<file path="config.mk">
export PLATFORM = sky130hd
export DESIGN_NAME = iep_regs
export DESIGN_NICKNAME = d
export VERILOG_FILES = /design/src/logic/iep_pkg.sv /design/src/logic/iep_regs.sv /design/src/logic/iep_prio_reg.sv /design/src/logic/iep_irq_stat.sv
export SDC_FILE = /design/constraint.sdc
export NUM_CORES = 1
export LEC_CHECK = 0
export BUFFER_PORTS_ARGS = -buffer_cell sky130_fd_sc_hd__buf_2
export CAP_MARGIN = 20
export CORE_MARGIN = 8
export CORE_UTILIZATION = 50
export CTS_CLUSTER_SIZE = 24
export DETAILED_ROUTE_END_ITERATION = 6
export PLACE_DENSITY = 0.77
export SLEW_MARGIN = 20
export SYNTH_ARGS = -nofsm -noshare
export SYNTH_HDL_FRONTEND = slang
export SYNTH_SLANG_ARGS = --single-unit
</file>
<file path="constraint.sdc">
create_clock -name core_clk -period 2.9 [get_ports core_clk]
set_input_delay 0.435 -clock core_clk [delete_from_list [all_inputs] [get_ports core_clk]]
set_output_delay 0.435 -clock core_clk [all_outputs]
set_load 0.02 [all_outputs]
</file>
<file path="src/logic/iep_pkg.sv">
// iep_pkg: constants and carrier types for the enable/priority slice
// assumes a 32-bit apb slave with registers on aligned words
package iep_pkg;
   localparam logic [7:0]  OFS_ENABLE4   = 8'h00;
   localparam logic [7:0]  OFS_PRIO0     = 8'h04;
   localparam logic [7:0]  OFS_PRIO1     = 8'h08;
   localparam logic [7:0]  OFS_PRIO2     = 8'h0C;
   localparam logic [7:0]  OFS_PRIO3     = 8'h10;
   localparam logic [7:0]  OFS_PRIO4     = 8'h14;
   localparam logic [7:0]  OFS_IRQ_STAT  = 8'h18;
   localparam logic [7:0]  OFS_IRQ_MASK  = 8'h1C;
   localparam logic [7:0]  OFS_ENABLED   = 8'h20;

   // field positions (low bit of each field)
   localparam int BIT_CRC_EN   = 3;
   localparam int BIT_SER2_EN  = 2;
   localparam int BIT_SER1_EN  = 1;
   localparam int POS_HI       = 12;
   localparam int POS_MH       = 8;
   localparam int POS_ML       = 4;
   localparam int POS_LO       = 0;

   // writable masks per register
   localparam logic [15:0] MASK_ENABLE4 = 16'h000E;
   localparam logic [15:0] MASK_PRIO4F  = 16'h7777;
   localparam logic [15:0] MASK_PRIO1   = 16'h7770;
   localparam logic [15:0] MASK_PRIO3   = 16'h0077;

   localparam logic [15:0] RST_ENABLE4  = 16'h0000;
   localparam logic [2:0]  RST_PRIO     = 3'b100;
   localparam logic [2:0]  PRIO_OFF     = 3'b000;

   localparam int NUM_SRC   = 20;
   localparam int NUM_EV    = 2;
   localparam int EV_WRITE  = 0;
   localparam int EV_ERR    = 1;

   typedef struct packed {
      logic        sel;
      logic        enable;
      logic        write;
      logic [7:0]  addr;
      logic [31:0] wdata;
   } iep_apb_req_type;

   typedef struct packed {
      logic [2:0] prio;
      logic       en;
   } iep_src_type;
endpackage : iep_pkg

</file>
<file path="src/logic/iep_regs.sv">
// iep_regs: fourth enable register and five priority registers,
// apb slave, per-source enable/priority outputs to the arbiter
// assumes apb master per the usual two-phase protocol, one clock
//
// Added by the designer: the APB register port and the register addresses.
`timescale 1ns/1ps
`default_nettype none
module iep_regs
   import iep_pkg::*;
(
   input  wire logic                core_clk,
   input  wire logic                rstn,
   input  wire logic                psel,
   input  wire logic                penable,
   input  wire logic                pwrite,
   input  wire logic [7:0]          paddr,
   input  wire logic [31:0]         pwdata,
   input  wire logic [NUM_SRC-1:0]  src_req,
   output logic      [31:0]         prdata,
   output logic                     pready,
   output logic                     pslverr,
   output logic                     irq,
   output logic                     crc_irq_enable,
   output logic                     serial2_error_irq_enable,
   output logic                     serial1_error_irq_enable,
   output logic      [3*NUM_SRC-1:0] src_prio,
   output logic      [NUM_SRC-1:0]  src_active,
   output logic      [NUM_SRC-1:0]  src_gated_req
);
   logic [15:0] enable4;
   logic [15:0] prio_val [5];
   logic        busy;
   logic [NUM_EV-1:0] stat;
   logic [NUM_EV-1:0] msk;
   logic        irq_int;

   // field extraction used for sources 0 to 16; sources 17 to 19 take RST_PRIO
   function automatic logic [2:0] fld(input logic [15:0] r, input int p);
      fld = r[p +: 3];
   endfunction : fld

   // bus decode; answer one cycle after setup so pready is registered
   iep_apb_req_type req;
   assign req = '{sel: psel, enable: penable, write: pwrite,
                  addr: paddr, wdata: pwdata};
   wire logic acc      = req.sel && req.enable && !busy;
   wire logic hit_en4  = req.addr == OFS_ENABLE4;
   wire logic hit_p0   = req.addr == OFS_PRIO0;
   wire logic hit_p1   = req.addr == OFS_PRIO1;
   wire logic hit_p2   = req.addr == OFS_PRIO2;
   wire logic hit_p3   = req.addr == OFS_PRIO3;
   wire logic hit_p4   = req.addr == OFS_PRIO4;
   wire logic hit_st   = req.addr == OFS_IRQ_STAT;
   wire logic hit_mk   = req.addr == OFS_IRQ_MASK;
   wire logic hit_act  = req.addr == OFS_ENABLED;
   wire logic mapped   = hit_en4 | hit_p0 | hit_p1 | hit_p2 | hit_p3 |
                         hit_p4 | hit_st | hit_mk | hit_act;
   wire logic wr_ok    = acc && req.write && mapped;
   wire logic [4:0] wr_prio = {hit_p4, hit_p3, hit_p2, hit_p1, hit_p0}
                            & {5{wr_ok}};
   wire logic [15:0] next_enable4 = req.wdata[15:0] & MASK_ENABLE4;

   // write masks per priority register
   localparam logic [15:0] PMASK [5] = '{MASK_PRIO4F, MASK_PRIO1,
                                         MASK_PRIO4F, MASK_PRIO3,
                                         MASK_PRIO4F};

   genvar gi;
   generate
      for (gi = 0; gi < 5; gi++) begin : g_prio
         iep_prio_reg #(.WMASK(PMASK[gi])) u_prio (
            .core_clk (core_clk),
            .rstn     (rstn),
            .wr       (wr_prio[gi]),
            .wdata    (req.wdata[15:0]),
            .value    (prio_val[gi])
         );
      end
   endgenerate

   // source order: prio0 hi..lo, prio1, prio2, prio3 (two), prio4
   iep_src_type src [NUM_SRC];
   assign src[0]  = '{prio: fld(prio_val[0], POS_HI), en: 1'b1};
   assign src[1]  = '{prio: fld(prio_val[0], POS_MH), en: 1'b1};
   assign src[2]  = '{prio: fld(prio_val[0], POS_ML), en: 1'b1};
   assign src[3]  = '{prio: fld(prio_val[0], POS_LO), en: 1'b1};
   assign src[4]  = '{prio: fld(prio_val[1], POS_HI), en: 1'b1};
   assign src[5]  = '{prio: fld(prio_val[1], POS_MH), en: 1'b1};
   assign src[6]  = '{prio: fld(prio_val[1], POS_ML), en: 1'b1};
   assign src[7]  = '{prio: fld(prio_val[2], POS_HI), en: 1'b1};
   assign src[8]  = '{prio: fld(prio_val[2], POS_MH), en: 1'b1};
   assign src[9]  = '{prio: fld(prio_val[2], POS_ML), en: 1'b1};
   assign src[10] = '{prio: fld(prio_val[2], POS_LO), en: 1'b1};
   assign src[11] = '{prio: fld(prio_val[3], POS_ML), en: 1'b1};
   assign src[12] = '{prio: fld(prio_val[3], POS_LO), en: 1'b1};
   assign src[13] = '{prio: fld(prio_val[4], POS_HI), en: 1'b1};
   assign src[14] = '{prio: fld(prio_val[4], POS_MH), en: 1'b1};
   assign src[15] = '{prio: fld(prio_val[4], POS_ML), en: 1'b1};
   assign src[16] = '{prio: fld(prio_val[4], POS_LO), en: 1'b1};
   // enables of this register; no priority field lives in this slice
   assign src[17] = '{prio: RST_PRIO, en: enable4[BIT_CRC_EN]};
   assign src[18] = '{prio: RST_PRIO, en: enable4[BIT_SER2_EN]};
   assign src[19] = '{prio: RST_PRIO, en: enable4[BIT_SER1_EN]};

   logic [3*NUM_SRC-1:0] next_src_prio;
   logic [NUM_SRC-1:0]   next_active;
   logic [NUM_SRC-1:0]   next_gated;
   always_comb begin
      for (int i = 0; i < NUM_SRC; i++) begin
         next_src_prio[3*i +: 3] = src[i].prio;
         // zero priority takes a source out of arbitration
         next_active[i] = src[i].en && (src[i].prio != PRIO_OFF);
         next_gated[i]  = src_req[i] && next_active[i];
      end
   end

   logic [31:0] rd_mux;
   assign rd_mux = hit_en4 ? {16'h0000, enable4} :
                   hit_p0  ? {16'h0000, prio_val[0]} :
                   hit_p1  ? {16'h0000, prio_val[1]} :
                   hit_p2  ? {16'h0000, prio_val[2]} :
                   hit_p3  ? {16'h0000, prio_val[3]} :
                   hit_p4  ? {16'h0000, prio_val[4]} :
                   hit_st  ? {30'h0, stat} :
                   hit_mk  ? {30'h0, msk} :
                   hit_act ? {12'h000, src_active} : 32'h0000_0000;

   wire logic [NUM_EV-1:0] ev = {acc && !mapped, wr_ok};
   wire logic [NUM_EV-1:0] clr = (wr_ok && hit_st) ?
                                 req.wdata[NUM_EV-1:0] : '0;

   iep_irq_stat u_irq (
      .core_clk (core_clk),
      .rstn     (rstn),
      .event_in (ev),
      .clear_in (clr),
      .mask_wr  (wr_ok && hit_mk),
      .mask_in  (req.wdata[NUM_EV-1:0]),
      .status   (stat),
      .mask     (msk),
      .irq      (irq_int)
   );

   always_ff @(posedge core_clk) begin
      if (!rstn) begin
         enable4 <= RST_ENABLE4;
      end else if (wr_ok && hit_en4) begin
         enable4 <= next_enable4;
      end
   end

   // pready raised in the first access cycle, registered
   always_ff @(posedge core_clk) begin
      if (!rstn) begin
         busy    <= 1'b0;
         pready  <= 1'b0;
         pslverr <= 1'b0;
         prdata  <= 32'h0000_0000;
      end else begin
         busy    <= acc;
         pready  <= req.sel && !req.enable;
         pslverr <= req.sel && !req.enable && !mapped;
         prdata  <= (req.sel && !req.enable && !req.write) ? rd_mux
                                                           : 32'h0000_0000;
      end
   end

   always_ff @(posedge core_clk) begin
      if (!rstn) begin
         irq                      <= 1'b0;
         crc_irq_enable           <= 1'b0;
         serial2_error_irq_enable <= 1'b0;
         serial1_error_irq_enable <= 1'b0;
         src_prio                 <= '0;
         src_active               <= '0;
         src_gated_req            <= '0;
      end else begin
         irq                      <= irq_int;
         crc_irq_enable           <= enable4[BIT_CRC_EN];
         serial2_error_irq_enable <= enable4[BIT_SER2_EN];
         serial1_error_irq_enable <= enable4[BIT_SER1_EN];
         src_prio                 <= next_src_prio;
         src_active               <= next_active;
         src_gated_req            <= next_gated;
      end
   end
endmodule : iep_regs
`default_nettype wire

</file>
<file path="src/logic/iep_prio_reg.sv">
// iep_prio_reg: one 16-bit register of four 3-bit priority fields
// assumes write strobe is a single cycle, masked to implemented bits
`timescale 1ns/1ps
`default_nettype none
module iep_prio_reg
   import iep_pkg::*;
#(
   parameter logic [15:0] WMASK = 16'h7777
) (
   input  wire logic        core_clk,
   input  wire logic        rstn,
   input  wire logic        wr,
   input  wire logic [15:0] wdata,
   output var  logic [15:0] value
);
   // reset loads 100 in each implemented field
   wire logic [15:0] rst_val = WMASK & {4{1'b0, RST_PRIO}};
   wire logic [15:0] next_value = wdata & WMASK;

   always_ff @(posedge core_clk) begin
      if (!rstn) begin
         value <= rst_val;
      end else if (wr) begin
         value <= next_value;
      end
   end
endmodule : iep_prio_reg
`default_nettype wire

</file>
<file path="src/logic/iep_irq_stat.sv">
// iep_irq_stat: sticky event bits, write-one-to-clear, mask, level irq
// assumes events are one-cycle pulses from the register slave
`timescale 1ns/1ps
`default_nettype none
module iep_irq_stat
   import iep_pkg::*;
(
   input  wire logic              core_clk,
   input  wire logic              rstn,
   input  wire logic [NUM_EV-1:0] event_in,
   input  wire logic [NUM_EV-1:0] clear_in,
   input  wire logic              mask_wr,
   input  wire logic [NUM_EV-1:0] mask_in,
   output var  logic [NUM_EV-1:0] status,
   output var  logic [NUM_EV-1:0] mask,
   output var  logic              irq
);
   // set beats clear so an event in the clearing cycle survives
   wire logic [NUM_EV-1:0] next_status = (status & ~clear_in) | event_in;
   wire logic              next_irq    = |(next_status & mask);

   always_ff @(posedge core_clk) begin
      if (!rstn) begin
         status <= '0;
         mask   <= '0;
         irq    <= 1'b0;
      end else begin
         status <= next_status;
         if (mask_wr) mask <= mask_in;
         irq    <= |(next_status & (mask_wr ? mask_in : mask));
      end
   end
endmodule : iep_irq_stat
`default_nettype wire

</file>
==> flow_metrics.tcl, run 1 <==
set metrics [dict create \
    synthTopCellsByArea "dfxtp_1, and2_1, mux2i_1" \
    cts_sinks 175 \
    wire_per_inst_um 18.9 \
    gr-usage-all-layers 0.213 \
    clkPwrFrac 0.446 \
    overflow 0 \
    power_mw 5.01 \
    reg2reg_to "g_prio[1].u_prio.value[8]" \
    hpwl_um 13000 \
    drt-total-wl_um 17400 \
    p_seq_frac 0.491 \
    cp.required_ns 3.22 \
    drt-vias-per-instance 5.31 \
    cts_buffer_depth 2 \
    powerDensity_nw_per_um2 661 \
    synth_top_area_frac 0.569 \
    rr_startpoint "busy" \
    rsz0062_at_grt "false" \
    synthCells 601 \
    worst_path_max_delay_cell "or4_1" \
    tritoncts "yes" \
    io_pins 203 \
    fin_crit_sh 0.667 \
    final-setup-viol-count 0 \
    tns_ns 0 \
    layout-drive-gt1-share 0.290 \
    rrSetupSlack_ns 1.02 \
    fin_skew_ns 0.0122 \
    synth_top_cells_by_count "dfxtp_1, nand2_1, and2_1" \
    syn_avg_cell_area_um2 10.2 \
    min_delay_path_depth 2 \
    slew_viol_final 0 \
    ys_types 59 \
    dieWidth_um 127 \
    critPathCaptureType "flip-flop" \
    p_comb_frac 0.062 \
    yosysTopAreaCell "dfxtp_1" \
    crit_arrival_ns 2.25 \
    grt_pass1_wl_um 26600 \
    outcome "finished, final reports clean" \
    holdBufCountCts 0 \
    syn2layout_area_growth_pct 23.2 \
    antenna_found_initial 0 \
    cts_resized 0 \
    synth_edf_count 0 \
    first_pass_iters 5 \
    hold_viol_final 0 \
    cts_setup_buffers 0 \
    path_clk_slew_ns 0.07 \
    drv_cap 0 \
    yosysWarnings 0 \
    drcViolationCount 0 \
    start_kind "primary input" \
    internal-power_mw 3.88 \
    grt_max_degree 47 \
    yosysSeqAreaShare 0.569 \
    synthArstFlopShare 0 \
    n_fill_cell 1000 \
    hold_end "src_gated_req[2]" \
    min_path_type "in2reg" \
    cp_cell_sequence "buf_2 -> or4_1 -> nor3_4 -> o21ai_0 -> a221oi_1" \
    period_needed_ns 1.93 \
    ir_worst_vdd_uv 470 \
    crit_path_max_fanout 8 \
    io_buffers 165 \
    synth_area_um2 6160 \
    yosysMostFrequentCell "dfxtp_1" \
    drtIter0Drc 390 \
    ys_ff_latch 175 \
    die_h_um 127 \
    rows 40 \
    switching_share 0.227 \
    gp_congestion 0.950 \
    reg2regPathDepth 3 \
    dr_total_vias 4895 \
    criticalPathCategory "in2reg" \
    coreArea_um2 12000 \
    grt_pass1_vias 4928 \
    worst_pin_slew_ns 0.670 \
    drt.antenna.violating_nets 0 \
    fmax_ghz 0.517 \
    hold_start "src_req[2]" \
    critPathMaxStageDelay_ns 0.75 \
    h-tree-depth 4 \
    dieArea_um2 16100 \
    slew_headroom 0.552 \
    holdWs_ns 0.204 \
    p_leak_nw 3.64 \
    switchingPower_mw 1.14 \
    num_antenna_cells 0 \
    root_buffer "clkbuf_16" \
    ys.flop_type "dfxtp_1" \
    numCtsBuffers 17 \
    clk_latency_ns 0.43 \
    final_net_count 831 \
    start_util 0.513 \
]
through the flow:
step                      instance area [um2]   util  setup slack [ns]  instances
after CTS                                7590  0.632              1.00        922
after detailed placement                 7020  0.584             0.557        894
after global routing                     7590  0.632             0.876        922
after global placement                   7020  0.584             0.579        894
after floorplan                          6220      -             0.925        618
final                                    7590  0.632             0.967        922
critical path: cells and delay by family:
kind | cells | cell delay, ns
AOI/OAI and AO/OA | 2 | 0.50
buffers and inverters | 1 | 0.14
and+or+nand+nor | 2 | 1.17
how the worst max path moves through the flow:
stage,startpoint,endpoint,slack [ns],cells past startpoint
after global placement,paddr[1],u_irq.mask[1],0.58,5
after detailed placement,paddr[1],u_irq.mask[1],0.56,5
after floorplan,paddr[1],u_irq.mask[1],0.93,5
after global routing,paddr[1],prdata[8],0.88,5
final,paddr[1],prdata[14],0.97,5
after CTS,paddr[1],prdata[14],1.00,5
cells by family after synthesis:
group                  synth area share
other                          0.000609
AOI/OAI and AO/OA                 0.108
and+or+nand+nor                   0.210
buffers and inverters            0.0636
muxes                            0.0490
DFF                               0.569
state kept, by name (all words and copies together) (netlist names):
name                 count
src_active              20
enable4                  3
g_prio.u_prio.value     51
pslverr                  1
prdata                  20
pready                   1
src_prio                52
u_irq.mask               2
irq                      1
u_irq.irq                1
src_gated_req           20
u_irq.status             2
busy                     1
layout make-up:
cell class / instances / area [um2] / area share
inverter: 15 / 56.3 / 0.00742
timing repair buffer: 181 / 946 / 0.125
multi-input combinational: 376 / 2330 / 0.307
tap: 147 / 184 / 0.0242
sequential: 175 / 3500 / 0.462
clock buffer: 17 / 425 / 0.0561
clock inverter: 11 / 144 / 0.0190
power by group through the flow:
stage               sequential (mW)  clock, mW  combinational (mW)
floorplan                      2.57          0               0.153
global placement               2.52          0               0.307
detailed placement             2.52          0               0.309
CTS                            2.46       2.25               0.311
global route                   2.47       2.36               0.335
finish                         2.46       2.24               0.312
layout by cell type, fill, tap and decap left out, types with 2 or more instances in the layout:
cell type and instances:
a32oi_1 3, clkinv_2 3, nand4_1 4, clkinvlp_4 4, or3_1 18, nand3_1 18, nor2_2 2, a22oi_1 10
buf_2 165, nor2b_1 7, and3_1 12, a31o_2 2, conb_1 18, nor3_1 7, a22o_1 2, inv_1 15
buf_4 16, clkbuf_16 17, and2_1 64, a21o_1 10, dfxtp_1 175, a222oi_1 2, a21oi_1 3, nor2_1 8
a221oi_1 8, a211oi_1 2, nand2b_1 3, o21bai_1 2, bufinv_16 3, nand2_1 65, o21ai_0 47, nor4_2 2
mux2i_1 29, nor3b_1 2
metal layers:
layer / up-vias / wire length (um) / GRT usage / share of wire
met5: - / 0 / 0 / 0
met4: 0 / 273 / 0.0791 / 0.016
met2: 200 / 8230 / 0.340 / 0.47
li1: 2354 / - / - / -
met3: 19 / 1330 / 0.0661 / 0.076
met1: 2322 / 7600 / 0.264 / 0.44
(Power assumes the default switching activity.)
==> run 2: changes to the inputs <==
--- a/config.mk
+++ b/config.mk
@@ -8,10 +8,10 @@
 export BUFFER_PORTS_ARGS = -buffer_cell sky130_fd_sc_hd__buf_2
 export CAP_MARGIN = 20
 export CORE_MARGIN = 8
-export CORE_UTILIZATION = 50
+export CORE_UTILIZATION = 45
 export CTS_CLUSTER_SIZE = 24
 export DETAILED_ROUTE_END_ITERATION = 6
-export PLACE_DENSITY = 0.77
+export PLACE_DENSITY = 0.73
 export SLEW_MARGIN = 20
 export SYNTH_ARGS = -nofsm -noshare
 export SYNTH_HDL_FRONTEND = slang
==> constraint.sdc (replaced) <==
create_clock -name core_clk -period 1.75 [get_ports core_clk]
set_input_delay 0.2625 -clock core_clk [delete_from_list [all_inputs] [get_ports core_clk]]
set_output_delay 0.2625 -clock core_clk [all_outputs]
set_load 0.02 [all_outputs]
==> flow_metrics.tcl, run 2 (same netlist as run 1, synthesis figures left out) <==
set metrics [dict create \
    layout-drive-gt1-share 0.322 \
    met1_usage 0.257 \
    crit_arrival_ns 1.92 \
    layout_common_cells "dfxtp_1, buf_2, nand2_1, and2_1, o21ai_0" \
    clk_latency_ns 0.43 \
    drv_cap 0 \
    dieArea_um2 17700 \
    use_met2 0.340 \
    syn2layout_area_growth_pct 28.8 \
    tritoncts "yes" \
    cp-startpoint "paddr[1]" \
    drt-vias-per-instance 5.06 \
    final-instance-count-excl-fill 987 \
    stdcell_area_um2 7930 \
    grt_pass1_vias 5339 \
    antenna_found_initial 0 \
    start_util 0.463 \
    root_buffer "clkbuf_16" \
    wire_per_inst_um 18.6 \
    grt_pass1_wl_um 28900 \
    p_leak_nw 3.83 \
    n_fill_cell 1160 \
    crit_path_max_fanout 8 \
    drcViolationCount 0 \
    final_net_count 864 \
    first_pass_iters 6 \
    fin_crit_sh 0.912 \
    drt-total-wl_um 18400 \
    slew_viol_final 0 \
    grt_max_degree 51 \
    internal-power_mw 6.30 \
    h-tree-depth 4 \
    period_needed_ns 1.60 \
    min_path_type "in2reg" \
    cts_resized 0 \
    drt.antenna.violating_nets 0 \
    hold_start "src_req[5]" \
    critPathCaptureType "flip-flop" \
    gr-max-usage-layer "met2" \
    final-setup-viol-count 0 \
    placed_cells 956 \
    num_antenna_cells 0 \
    hpwl_um 14100 \
    hold_viol_final 0 \
    cts_buffer_depth 2 \
    p_comb_frac 0.067 \
    reg_top3 "src_prio x52, g_prio.u_prio.value x51" \
    drtIter0Drc 332 \
    seq_area_um2 3500 \
    rr_startpoint "busy" \
    criticalPathCategory "in2reg" \
    utilization 0.597 \
    fin_skew_ns 0.00837 \
    dieWidth_um 133 \
    gr-usage-all-layers 0.209 \
    p_seq_frac 0.489 \
    gp_congestion 0.874 \
    die_h_um 133 \
    powerDensity_nw_per_um2 1050 \
    dr_total_vias 4994 \
    largest_register "src_prio" \
    rows 42 \
    coreArea_um2 13300 \
    multi_input_area_um2 2330 \
    grtUsageMet3 0.0651 \
    overflow 0 \
    fmax_ghz 0.627 \
    ir_worst_vdd_uv 669 \
    start_kind "primary input" \
    cp.required_ns 2.08 \
    dpl_cell_area_um2 7340 \
    switchingPower_mw 2.05 \
    power_mw 8.35 \
    cts_setup_buffers 0 \
    largest_reg_flops 52 \
    cts_sinks 175 \
    io_pins 203 \
    rsz0062_at_grt "false" \
    final_common_cell "dfxtp_1" \
    switching_share 0.246 \
    clkPwrFrac 0.444 \
    holdBufCountCts 0 \
    holdWs_ns 0.0295 \
    numCtsBuffers 17 \
    path_clk_slew_ns 0.07 \
    outcome "finished, final reports clean" \
    io_buffers 165 \
]
-- run 2: cell type report --
cell class / instances / share of cell area
flip-flops and latches: 175 / 0.442
inverters: 15 / 0.00710
repair buffers: 214 / 0.155
multi-input cells: 376 / 0.294
clock buffers: 18 / 0.0554
clock inverters: 13 / 0.0192
well taps: 176 / 0.0278
-- run 2: stage by stage --
step	TNS (ns)	setup slack, ns
6_report	0	0.155
5_1_grt	0	0.0184
4_1_cts	0	0.142
3_5_place_dp	-4.69	-0.260
3_3_place_gp	-3.62	-0.205
2_1_floorplan	-0.0522	-0.0522
-- run 2: worst paths after layout --
check / slack [ns] / endpoint / cells past startpoint
hold / removal: 0.03 / src_gated_req[5] / 2
setup reg to reg: 0.16 / u_irq.irq / 5
setup / recovery: 0.15 / prdata[14] / 6
hold reg to reg: 0.44 / irq / 1
-- run 2: metal layers --
| layer | routed length [um] | share of wire | vias up |
|---|---|---|---|
| met1 | 8120 | 0.44 | 2357 |
| met2 | 8720 | 0.47 | 188 |
| met4 | 213 | 0.012 | 0 |
| met5 | 0 | 0 | - |
| li1 | - | - | 2433 |
| met3 | 1330 | 0.073 | 16 |
-- run 2: power by group through the flow --
stage	registers [mW]	logic (mW)	clock network, mW
final	4.08	0.561	3.71
after global routing	4.09	0.604	3.94
after global placement	4.17	0.556	0
after floorplan	4.25	0.253	0
after detailed placement	4.17	0.559	0
after CTS	4.08	0.562	3.76
-- run 2: critical path, stage by stage --
cell and delay [ns]:
buf_2 0.11, or4_1 0.52, buf_4 0.19, nor3_4 0.36
o21ai_0 0.17, a221oi_1 0.31
